### src/hw/dco_pkg.sv
// Package: constants for the configuration overlay command handler
package dco_pkg;
	// ----------------------------------------
	// Command and subcommand codes
	// ----------------------------------------
	localparam logic [7:0] CMD_OVERLAY = 8'hb1;
	localparam logic [7:0] SUB_RESTORE = 8'hc0;
	localparam logic [7:0] SUB_FREEZE = 8'hc1;
	localparam logic [7:0] SUB_IDENTIFY = 8'hc2;
	localparam logic [7:0] SUB_SET = 8'hc3;
	// ----------------------------------------
	// Structure layout
	// ----------------------------------------
	localparam int WORDS = 256;
	localparam logic [7:0] W_REV = 8'h00;
	localparam logic [7:0] W_MDMA = 8'h01;
	localparam logic [7:0] W_UDMA = 8'h02;
	localparam logic [7:0] W_LBA0 = 8'h03;
	localparam logic [7:0] W_LBA3 = 8'h06;
	localparam logic [7:0] W_FEAT = 8'h07;
	localparam logic [7:0] W_LAST = 8'hff;
	localparam logic [15:0] REVISION = 16'h0001;
	localparam logic [7:0] SIGNATURE = 8'ha5;
	localparam int MDMA_W = 3;
	localparam int UDMA_W = 6;
	localparam int FEAT_W = 9;
	localparam int LBA_W = 64;
	// ----------------------------------------
	// Handler states
	// ----------------------------------------
	typedef enum logic [2:0] {
		DCO_IDLE, DCO_SETIN, DCO_SEND, DCO_DONE
	} dco_state_t;
endpackage

### src/hw/dco_command_handler.sv
// Configuration overlay command handler: restore, freeze, identify, set
`timescale 1ns/1ps
module dco_command_handler
	import dco_pkg::*;
#(
	parameter logic [MDMA_W-1:0] FACT_MDMA = 3'h7,
	parameter logic [UDMA_W-1:0] FACT_UDMA = 6'h3f,
	parameter logic [FEAT_W-1:0] FACT_FEAT = 9'h1ff,
	parameter logic [LBA_W-1:0] FACT_MAXLBA = 64'h0000_0000_0fff_ffff
) (
	input wire logic clk, // 200 MHz clock
	input wire logic srst, // Sync reset, host or soft
	input wire logic powerOnRst, // Power-on reset only
	input wire logic cmdStrobe, // Command write pulse
	input wire logic [7:0] cmdCode, // Command opcode
	input wire logic [7:0] subcommandSelector, // Subcommand code
	input wire logic [15:0] setData, // Set overlay word in
	input wire logic setValid, // Set word offered
	output logic setReady, // Set word taken
	output logic [15:0] pioData, // Identify word out
	output logic pioValid, // Identify word offered
	input wire logic pioReady, // Host takes word
	output logic busy, // Busy status
	output logic dataRequest, // Data-request status
	output logic deviceReady, // Device-ready status
	output logic errorFlag, // Error status
	output logic commandAbortedBit, // Abort bit of error reg
	output logic frozen, // Freeze-lock state
	output logic [MDMA_W-1:0] liveMdma, // Identify word 63 bits
	output logic [UDMA_W-1:0] liveUdma, // Identify word 88 bits
	output logic [FEAT_W-1:0] liveFeat, // Live feature bits
	output logic [LBA_W-1:0] liveMaxLba // Live native max
);
	dco_state_t state;
	logic [7:0] wordIdx;
	logic [7:0] sum;
	logic modified;
	logic [MDMA_W-1:0] setMdma;
	logic [UDMA_W-1:0] setUdma;
	logic [FEAT_W-1:0] setFeat;
	logic [LBA_W-1:0] setLba;
	logic [15:0] word;
	logic [15:0] bufIn;
	logic bufValid;
	logic bufReady;
	logic take;
	logic isCmd;

	// Byte sum of one word, used for checksum accumulation
	function automatic logic [7:0] byteSum(input logic [15:0] w);
		return w[7:0] + w[15:8];
	endfunction

	// Overlay word, always factory content, never the live set
	function automatic logic [15:0] overlayWord(input logic [7:0] i);
		logic [15:0] w;
		w = 16'h0000;
		if (i == W_REV)
			w = REVISION;
		else if (i == W_MDMA)
			w = {13'h0000, FACT_MDMA};
		else if (i == W_UDMA)
			w = {10'h000, FACT_UDMA};
		else if (i >= W_LBA0 && i <= W_LBA3)
			w = FACT_MAXLBA[16*(i-W_LBA0) +: 16];
		else if (i == W_FEAT)
			w = {7'h00, FACT_FEAT};
		return w;
	endfunction

	assign isCmd = cmdStrobe && cmdCode == CMD_OVERLAY && state == DCO_IDLE;
	assign take = bufValid && bufReady;
	assign setReady = (state == DCO_SETIN);

	// ----------------------------------------
	// Freeze lock: only power-on clears it
	// ----------------------------------------
	// Hardware and soft resets arrive on srst and do not touch this flop
	always_ff @(posedge clk) begin
		if (powerOnRst)
			frozen <= 1'b0;
		else if (isCmd && !frozen && subcommandSelector == SUB_FREEZE)
			frozen <= 1'b1;
	end

	// ----------------------------------------
	// Live capabilities seen by identify device
	// ----------------------------------------
	// Settings persist over soft resets, like the freeze lock
	always_ff @(posedge clk) begin
		if (powerOnRst) begin
			modified <= 1'b0;
		end else if (isCmd && !frozen && subcommandSelector == SUB_RESTORE) begin
			modified <= 1'b0;
		end else if (state == DCO_SETIN && setValid && wordIdx == W_LAST) begin
			modified <= 1'b1;
		end
	end

	// Set words are captured; mode and feature bits are masked to factory, max LBA words are taken as written
	always_ff @(posedge clk) begin
		if (state == DCO_SETIN && setValid) begin
			if (wordIdx == W_MDMA)
				setMdma <= setData[MDMA_W-1:0] & FACT_MDMA;
			if (wordIdx == W_UDMA)
				setUdma <= setData[UDMA_W-1:0] & FACT_UDMA;
			if (wordIdx == W_FEAT)
				setFeat <= setData[FEAT_W-1:0] & FACT_FEAT;
			if (wordIdx >= W_LBA0 && wordIdx <= W_LBA3)
				setLba[16*(wordIdx-W_LBA0) +: 16] <= setData;
		end
	end

	// Factory values after restore, reduced ones after set
	assign liveMdma = modified ? setMdma : FACT_MDMA;
	assign liveUdma = modified ? setUdma : FACT_UDMA;
	assign liveFeat = modified ? setFeat : FACT_FEAT;
	assign liveMaxLba = modified ? setLba : FACT_MAXLBA;

	// ----------------------------------------
	// Sequencer and status
	// ----------------------------------------
	// Task-file registers are inputs here and never written back
	always_ff @(posedge clk) begin
		if (srst) begin
			state <= DCO_IDLE;
			wordIdx <= 8'h00;
			sum <= 8'h00;
			busy <= 1'b0;
			errorFlag <= 1'b0;
			commandAbortedBit <= 1'b0;
		end else begin
			case (state)
			DCO_IDLE: begin
				if (isCmd) begin
					wordIdx <= 8'h00;
					sum <= 8'h00;
					errorFlag <= 1'b0;
					commandAbortedBit <= 1'b0;
					if (frozen || subcommandSelector < SUB_RESTORE ||
						subcommandSelector > SUB_SET ||
						(subcommandSelector == SUB_SET && modified)) begin
						errorFlag <= 1'b1;
						commandAbortedBit <= 1'b1;
					end else if (subcommandSelector == SUB_IDENTIFY) begin
						busy <= 1'b1;
						state <= DCO_SEND;
					end else if (subcommandSelector == SUB_SET) begin
						state <= DCO_SETIN;
					end
				end
			end
			DCO_SETIN: begin
				if (setValid) begin
					wordIdx <= wordIdx + 8'h01;
					if (wordIdx == W_LAST)
						state <= DCO_IDLE;
				end
			end
			DCO_SEND: begin
				busy <= 1'b0;
				if (take) begin
					sum <= sum + byteSum(bufIn);
					wordIdx <= wordIdx + 8'h01;
					if (wordIdx == W_LAST)
						state <= DCO_DONE;
				end
			end
			DCO_DONE: state <= DCO_IDLE;
			default: state <= DCO_IDLE;
			endcase
		end
	end

	// Word 255 closes the structure so all 512 bytes sum to zero
	always_comb begin
		word = overlayWord(wordIdx);
		if (wordIdx == W_LAST)
			word = {8'h00 - sum - SIGNATURE, SIGNATURE};
	end
	assign bufIn = word;
	assign bufValid = (state == DCO_SEND) && !busy;

	// Two-entry buffer so a host stall loses no word
	dco_skid_buffer #(.WIDTH(16)) uBuf (
		.clk(clk),
		.srst(srst),
		.inData(bufIn),
		.inValid(bufValid),
		.inReady(bufReady),
		.outData(pioData),
		.outValid(pioValid),
		.outReady(pioReady)
	);

	assign dataRequest = pioValid;
	assign deviceReady = 1'b1;
endmodule // dco_command_handler

### src/hw/dco_skid_buffer.sv
// Two-entry buffer with valid/ready on both sides
`timescale 1ns/1ps
module dco_skid_buffer #(
	parameter int WIDTH = 16
) (
	input wire logic clk, // Clock
	input wire logic srst, // Sync reset
	input wire logic [WIDTH-1:0] inData, // Word in
	input wire logic inValid, // Word offered
	output logic inReady, // Room free
	output logic [WIDTH-1:0] outData, // Word out
	output logic outValid, // Word held
	input wire logic outReady // Taker ready
);
	logic [WIDTH-1:0] mem [2];
	logic wrPtr;
	logic rdPtr;
	logic [1:0] count;

	// Handshakes from occupancy only
	assign inReady = (count != 2'h2);
	assign outValid = (count != 2'h0);
	assign outData = mem[rdPtr];

	// Storage and pointers
	always_ff @(posedge clk) begin
		if (srst) begin
			wrPtr <= 1'b0;
			rdPtr <= 1'b0;
			count <= 2'h0;
		end else begin
			if (inValid && inReady) begin
				mem[wrPtr] <= inData;
				wrPtr <= ~wrPtr;
			end
			if (outValid && outReady)
				rdPtr <= ~rdPtr;
			count <= count + 2'(inValid && inReady) - 2'(outValid && outReady);
		end
	end
endmodule // dco_skid_buffer

### config.mk
export PLATFORM = sky130hd
export DESIGN_NAME = dco_command_handler
export DESIGN_NICKNAME = d
export VERILOG_FILES = /design/src/hw/dco_pkg.sv /design/src/hw/dco_command_handler.sv /design/src/hw/dco_skid_buffer.sv
export SDC_FILE = /design/constraint.sdc
export NUM_CORES = 1
export LEC_CHECK = 0
export BUFFER_PORTS_ARGS = -buffer_cell sky130_fd_sc_hd__buf_2
export CORE_MARGIN = 2
export CORE_UTILIZATION = 50
export DETAILED_ROUTE_END_ITERATION = 6
export GPL_TIMING_DRIVEN = 0
export PLACE_DENSITY = 0.72
export SYNTH_ARGS = -nofsm -noshare
export SYNTH_HDL_FRONTEND = slang
export SYNTH_SLANG_ARGS = --single-unit
### constraint.sdc
create_clock -name clk -period 4.2 [get_ports clk]
set_input_delay 0.21 -clock clk [delete_from_list [all_inputs] [get_ports clk]]
set_output_delay 0.21 -clock clk [all_outputs]
set_load 0.05 [all_outputs]
==> results of run 1 <==
==> final cells by class <==
cell class / count / share of cell area (%)
Buffer: 35 / 2.01
Clock buffer: 18 / 4.69
Clock inverter: 14 / 1.41
Inverter: 38 / 1.61
Multi-Input combinational cell: 449 / 36.3
Sequential cell: 139 / 42.7
Tap cell: 184 / 2.52
Timing Repair Buffer: 152 / 8.76
==> logic make-up after synthesis <==
group	after synthesis	share of synthesized area (%)
AO/OA/AOI/OAI	84	7.69
buffers and inverters	74	4.20
AND/OR/NAND/NOR	296	23.7
adder cells (fa/ha/maj)	31	6.11
multiplexers	17	2.59
XOR/XNOR	20	2.49
flip-flops	139	53.2
other	1	0.0511
==> report_power, final <==
part	leakage, uW	switching (uW)	internal [uW]	total (uW)
clock network	0.000264	557	862	1420
registers	0.00121	3.93	1480	1480
logic	0.00210	131	62.2	193
==> Yosys cell counts (4+ instances only) <==
cell type,instances
or3_1,5
and2_1,104
nor3_1,11
clkbuf_1,22
xor2_1,10
a21oi_1,21
edfxtp_1,112
mux2_2,16
o21a_1,4
dfxtp_1,27
xnor2_1,9
buf_2,9
fa_1,8
o21ai_1,5
nand3_1,18
nand2_1,34
o21ai_0,14
buf_4,5
a211oi_1,4
and3_1,4
nand2b_1,51
nor2b_1,6
inv_1,35
nor3b_1,4
nor2_1,26
and4_1,4
nand4_1,8
ha_1,23
==> layer usage <==
layer	vias to the layer above	global-route usage [%]
li1	2667	-
met1	2725	29.2
met2	239	38.5
met3	30	4.96
met4	0	7.12
met5	-	0
==> through the flow <==
| step | utilization (%) | setup slack (ns) | cells | setup TNS, ns |
|---|---|---|---|---|
| after floorplan | - | -0.149 | 662 | -4.77 |
| after global placement | 57.4 | -1.05 | 987 | -37.57 |
| after detailed placement | 57.7 | -0.631 | 990 | -9.01 |
| after CTS | 62.2 | 0.0107 | 1023 | 0 |
| after global routing | 63.5 | -0.0559 | 1029 | -0.0559 |
| final | 63.5 | 0.144 | 1029 | 0 |
==> final timing paths <==
| kind | from | to | cells past startpoint |
|---|---|---|---|
| worst max-delay path | wordIdx[0]$_SDFFE_PP0P_ | sum[7]$_SDFFE_PP0P_ | 19 |
| worst min-delay path | setData[8] | setFeat[8]$_DFFE_PP_ | 1 |
| worst max register to register | wordIdx[0]$_SDFFE_PP0P_ | sum[7]$_SDFFE_PP0P_ | 19 |
| worst min register to register | sum[1]$_SDFFE_PP0P_ | sum[1]$_SDFFE_PP0P_ | 2 |
==> flip-flops by register name, indices dropped and copies added (netlist names), named ones only <==
signal and flops:
modified 1, frozen 1, setFeat 9, wordIdx 8, setLba 64, state 2, uBuf.mem 30, commandAbortedBit 1
setUdma 6, sum 8, uBuf.wrPtr 1, uBuf.rdPtr 1, setMdma 3, uBuf.count 2, busy 1
==> what timing repair did <==
item | 4_1_cts | 5_1_grt
setup buffers | 1 | 6
pin swaps | 2 | 12
gates resized for setup | 17 | 36
setup endpoints to repair | 31 | 64
hold buffers | 1 | 0
endpoints found under the hold margin | 2 | 0
cloned | 0 | 0
==> summary.txt, run 1 <==
core area -> 14400 um^2
largest cells by area after synthesis -> edfxtp_1 (46%), and2_1 (8.9%), dfxtp_1 (7.4%)
Req. time, crit path -> 4.50 ns
top layer in use -> met4
Cell Chain, Critical Path -> buf_6 -> inv_6 -> ha_4 -> nand3b_1 -> o31ai_4 -> a211oi_2 -> o21ai_2 -> a22o_4 -> fa_1 -> inv_1 -> ha_2 -> inv_1 -> fa_2 -> nor2b_2 -> o31a_1 -> o32ai_1 -> a311oi_1 -> xor2_1 -> o21ai_1
CTS tree -> yes
RSZ-0062 raised after global routing -> yes
Final Cell Area -> 9150 um^2
r2r setup slk -> 0.14 ns
footprint of the multi-input gates -> 3320 um^2
fmax -> 247 MHz
RePlAce Congestion -> 0.916
share of flip-flops with an asynchronous set or reset -> 0%
maximum buffer depth of the clock tree -> 2
die height -> 125 um
crit end category -> register
DR WL/cell -> 17.4 um
CTS Sinks -> 139
# rows -> 44
nets@finish -> 901
WHS -> 0.0834 ns
share of cells above drive strength 1 -> 29.9%
DRT Pass-1 Iters -> 5
GRT Residual Overflow -> 0
WL final -> 17.9 mm
vias in the first global route -> 5565
CP max FO -> 10
Initial Util -> 50.9%
clk_lat worst skew -> 0.42 ns
Final ANT Viol Nets -> 0
CP max stage delay -> 0.48 ns
# DRC -> 0
PwrDens -> 338 nW/um^2
WL met2 -> 8.92 mm
Yosys reg bits -> 139
most frequent cells in the layout -> buf_2 (146), edfxtp_1 (112), and2_1 (104), nand2b_1 (51)
initial drt markers -> 476
critical path class -> register to register
Sequential Area -> 3910 um^2
first-pass GRT wire length -> 27.9 mm
post-synth net total -> 731
area grow syn2layout -> 24.7%
final hold violations -> 0
Metal-1 WL -> 7.59 mm
Die W -> 125 um
Buf/Inv on CP -> 4
Reg clk slew, reported paths -> 0.06 ns
Max IR drop VDD -> 297 uV
Pins Over Slew Limit -> 0
Antenna Cells -> 0
via-per-instance ratio -> 5.50
top-area cell type share of the netlist area -> 45.8%
# port buffers -> 141
initial antenna violation count -> 0
Worst Tran Pin Value -> 0.930 ns
max_cap viols -> 0
skew final -> 0.0103 ns
Yosys top cell by area -> edfxtp_1
fill count -> 1097
Final Cycle Share -> 96.6%
most frequent CP cell -> inv_1
yosys warns -> 0
I/O pins -> 144
crit path launch type -> register
CTS Root Buffer Type -> clkbuf_16
status -> finished clean
Mapped Area -> 7340 um^2
fin crit period -> 4.06 ns
largest net degree at the start of global routing -> 17
Placed Area -> 8320 um^2
slowest CP cell -> fa_1
number of library cell types mapped by synthesis -> 66
htree depth -> 4
number of synthesized flops with an enable pin -> 112
met3 WL -> 1.11 mm
Slew headroom -> 38.0%
cell count after synthesis -> 662
min-delay worst type -> primary input to register
die area -> 15700 um^2
post-synthesis sequential area ratio -> 53.2%
Worst Path Arrival -> 4.36 ns
setup violators final -> 0
Most used DFF post-synth -> edfxtp_1
Avg Synthesized Cell Area -> 11.1 um^2
TritonCTS Buffers -> 17
commonest non-fill, non-tap cell in the layout -> buf_2
GRT Util Overall -> 22.7%
Design Power -> 3090 uW
Via Count -> 5661
hpwl dp -> 13.0 mm
Crit path max-delay family -> compound AO/OA/AOI/OAI gates
leakage power -> 0.00357 uW
Power figures use the tool's default switching activity.
==> run 2: changes to the inputs <==
- RECOVER_POWER: not set -> 25
==> run 2 against run 1 <==
Against the previous run: sequential power barely moved; sequential cell count unchanged; clock skew increased by 0.00081 ns; critical path type unchanged.
==> summary.txt, run 2 (synthesis results as in run 1) <==
status -> finished clean
Reg clk slew, reported paths -> 0.06 ns
die height -> 125 um
largest registers -> setLba (64), uBuf.mem (30), setFeat (9)
initial drt markers -> 456
WHS -> 0.101 ns
non-filler cells, final -> 1029
GRT Residual Overflow -> 0
Cell Chain, Critical Path -> buf_6 -> inv_1 -> ha_1 -> nor3_2 -> o211ai_1 -> a2111oi_4 -> a21oi_1 -> fa_1 -> inv_1 -> ha_2 -> inv_1 -> fa_2 -> nor2b_2 -> o31a_1 -> o32ai_1 -> a311oi_1 -> xor2_1 -> o21ai_1
GRT Util Overall -> 22.7%
CTS Root Buffer Type -> clkbuf_16
r2r setup slk -> 0.19 ns
Crit path max-delay family -> compound AO/OA/AOI/OAI gates
htree depth -> 4
Most flops, register -> setLba
largest net degree at the start of global routing -> 17
Die W -> 125 um
critical path class -> register to register
DR WL/cell -> 17.4 um
Buf/Inv on CP -> 4
Initial Util -> 50.9%
initial antenna violation count -> 0
crit end category -> register
via-per-instance ratio -> 5.48
vias in the first global route -> 5565
min-delay worst type -> primary input to register
CTS tree -> yes
core area -> 14400 um^2
most frequent cells in the layout -> buf_2 (112), edfxtp_1 (112), and2_1 (103), clkbuf_1 (55), nand2b_1 (51)
Worst Path Arrival -> 4.32 ns
final hold violations -> 0
area grow syn2layout -> 24.0%
Max IR drop VDD -> 288 uV
hpwl dp -> 13.0 mm
# port buffers -> 141
RSZ-0062 raised after global routing -> yes
Final Cell Area -> 9100 um^2
Antenna Cells -> 0
CP max FO -> 10
die area -> 15700 um^2
fmax -> 249 MHz
Worst Tran Pin Value -> 0.922 ns
DRT Pass-1 Iters -> 5
fin crit period -> 4.01 ns
CTS Sinks -> 139
skew final -> 0.0111 ns
Via Count -> 5640
share of cells above drive strength 1 -> 25.6%
CP max stage delay -> 0.46 ns
clk_lat worst skew -> 0.42 ns
cell count after placement -> 990
Final ANT Viol Nets -> 0
first-pass GRT wire length -> 27.9 mm
slowest CP cell -> fa_1
RePlAce Congestion -> 0.916
Sequential Area -> 3910 um^2
TritonCTS Buffers -> 17
Final Cycle Share -> 95.5%
leakage power -> 0.00348 uW
Pins Over Slew Limit -> 0
max_cap viols -> 0
nets@finish -> 901
I/O pins -> 144
max FFs per register -> 64
Placed Area -> 8320 um^2
crit path launch type -> register
maximum buffer depth of the clock tree -> 2
Req. time, crit path -> 4.50 ns
WL final -> 17.9 mm
# DRC -> 0
footprint of the multi-input gates -> 3310 um^2
setup violators final -> 0
# rows -> 44
Slew headroom -> 38.4%
PwrDens -> 339 nW/um^2
fill count -> 1120
most frequent CP cell -> inv_1
[run 2: cell count changes in the layout (fill, tap and decap cells not counted)]
cell / previous run / this run
buf_2: 146 / 112
clkbuf_1: 21 / 55
a211o_1: 0 / 1
a211o_4: 1 / 0
and2_0: 1 / 2
and2_1: 104 / 103
inv_1: 34 / 35
inv_2: 3 / 2
nor3_1: 6 / 7
nor3_2: 4 / 3
[run 2: what timing repair did]
action / 4_1_cts / 5_1_grt
setup endpoints to repair: 31 / 64
pin swaps: 2 / 12
resized for setup: 17 / 36
hold buffers: 1 / 0
gates cloned: 0 / 0
hold endpoints to repair: 2 / 0
buffers inserted: 1 / 6
[run 2: final cells by class]
| type | count | share of cell area [%] |
|---|---|---|
| buffer | 35 | 2.02 |
| clock buffer | 18 | 4.72 |
| clock inverter | 14 | 1.42 |
| inverter | 38 | 1.62 |
| multi-input combinational | 449 | 36.4 |
| sequential | 139 | 43.0 |
| tap | 184 | 2.53 |
| timing repair buffer | 152 | 8.35 |
[run 2: final timing paths]
| kind | start | cells past startpoint | endpoint |
|---|---|---|---|
| worst min register to register | sum[1]$_SDFFE_PP0P_ | 2 | sum[1]$_SDFFE_PP0P_ |
| worst min-delay path | subcommandSelector[0] | 3 | modified$_SDFFE_PP0P_ |
| worst max register to register | wordIdx[1]$_SDFFE_PP0P_ | 18 | sum[7]$_SDFFE_PP0P_ |
| worst max-delay path | wordIdx[1]$_SDFFE_PP0P_ | 18 | sum[7]$_SDFFE_PP0P_ |
[run 2: power breakdown]
| group | internal, uW | leakage [uW] | switching (uW) |
|---|---|---|---|
| clock network | 862 | 0.000264 | 554 |
| logic | 57.7 | 0.00201 | 131 |
| registers | 1480 | 0.00121 | 3.66 |
[run 2: metrics by stage]
| stage | setup TNS, ns | setup slack, ns | total power, uW | utilization, % |
|---|---|---|---|---|
| floorplan | -4.77 | -0.149 | 1640 | - |
| global placement | -37.57 | -1.05 | 1700 | 57.4 |
| detailed placement | -9.01 | -0.631 | 1700 | 57.7 |
| CTS | 0 | 0.0107 | 3110 | 62.2 |
| global route | -0.0559 | -0.0559 | 3170 | 63.1 |
| finish | 0 | 0.187 | 3080 | 63.1 |
[run 2: worst register-to-register path: cells and delay by family, from the launching register on]
family,cells,cell delay [ns]
xor gates and xnor gates,1,0.18
DFF,1,0.41
and+or+nand+nor,2,0.34
buffers and inverters,4,0.38
adders and majority gates,4,1.22
AOI/OAI and AO/OA,7,1.35
[run 2: metal layers]
metal	GRT usage [%]	vias to the layer above	wire length, um
met5	0	-	0
met3	4.96	32	1130
li1	-	2665	-
met1	29.2	2717	7570
met4	7.12	0	304
met2	38.5	226	8910
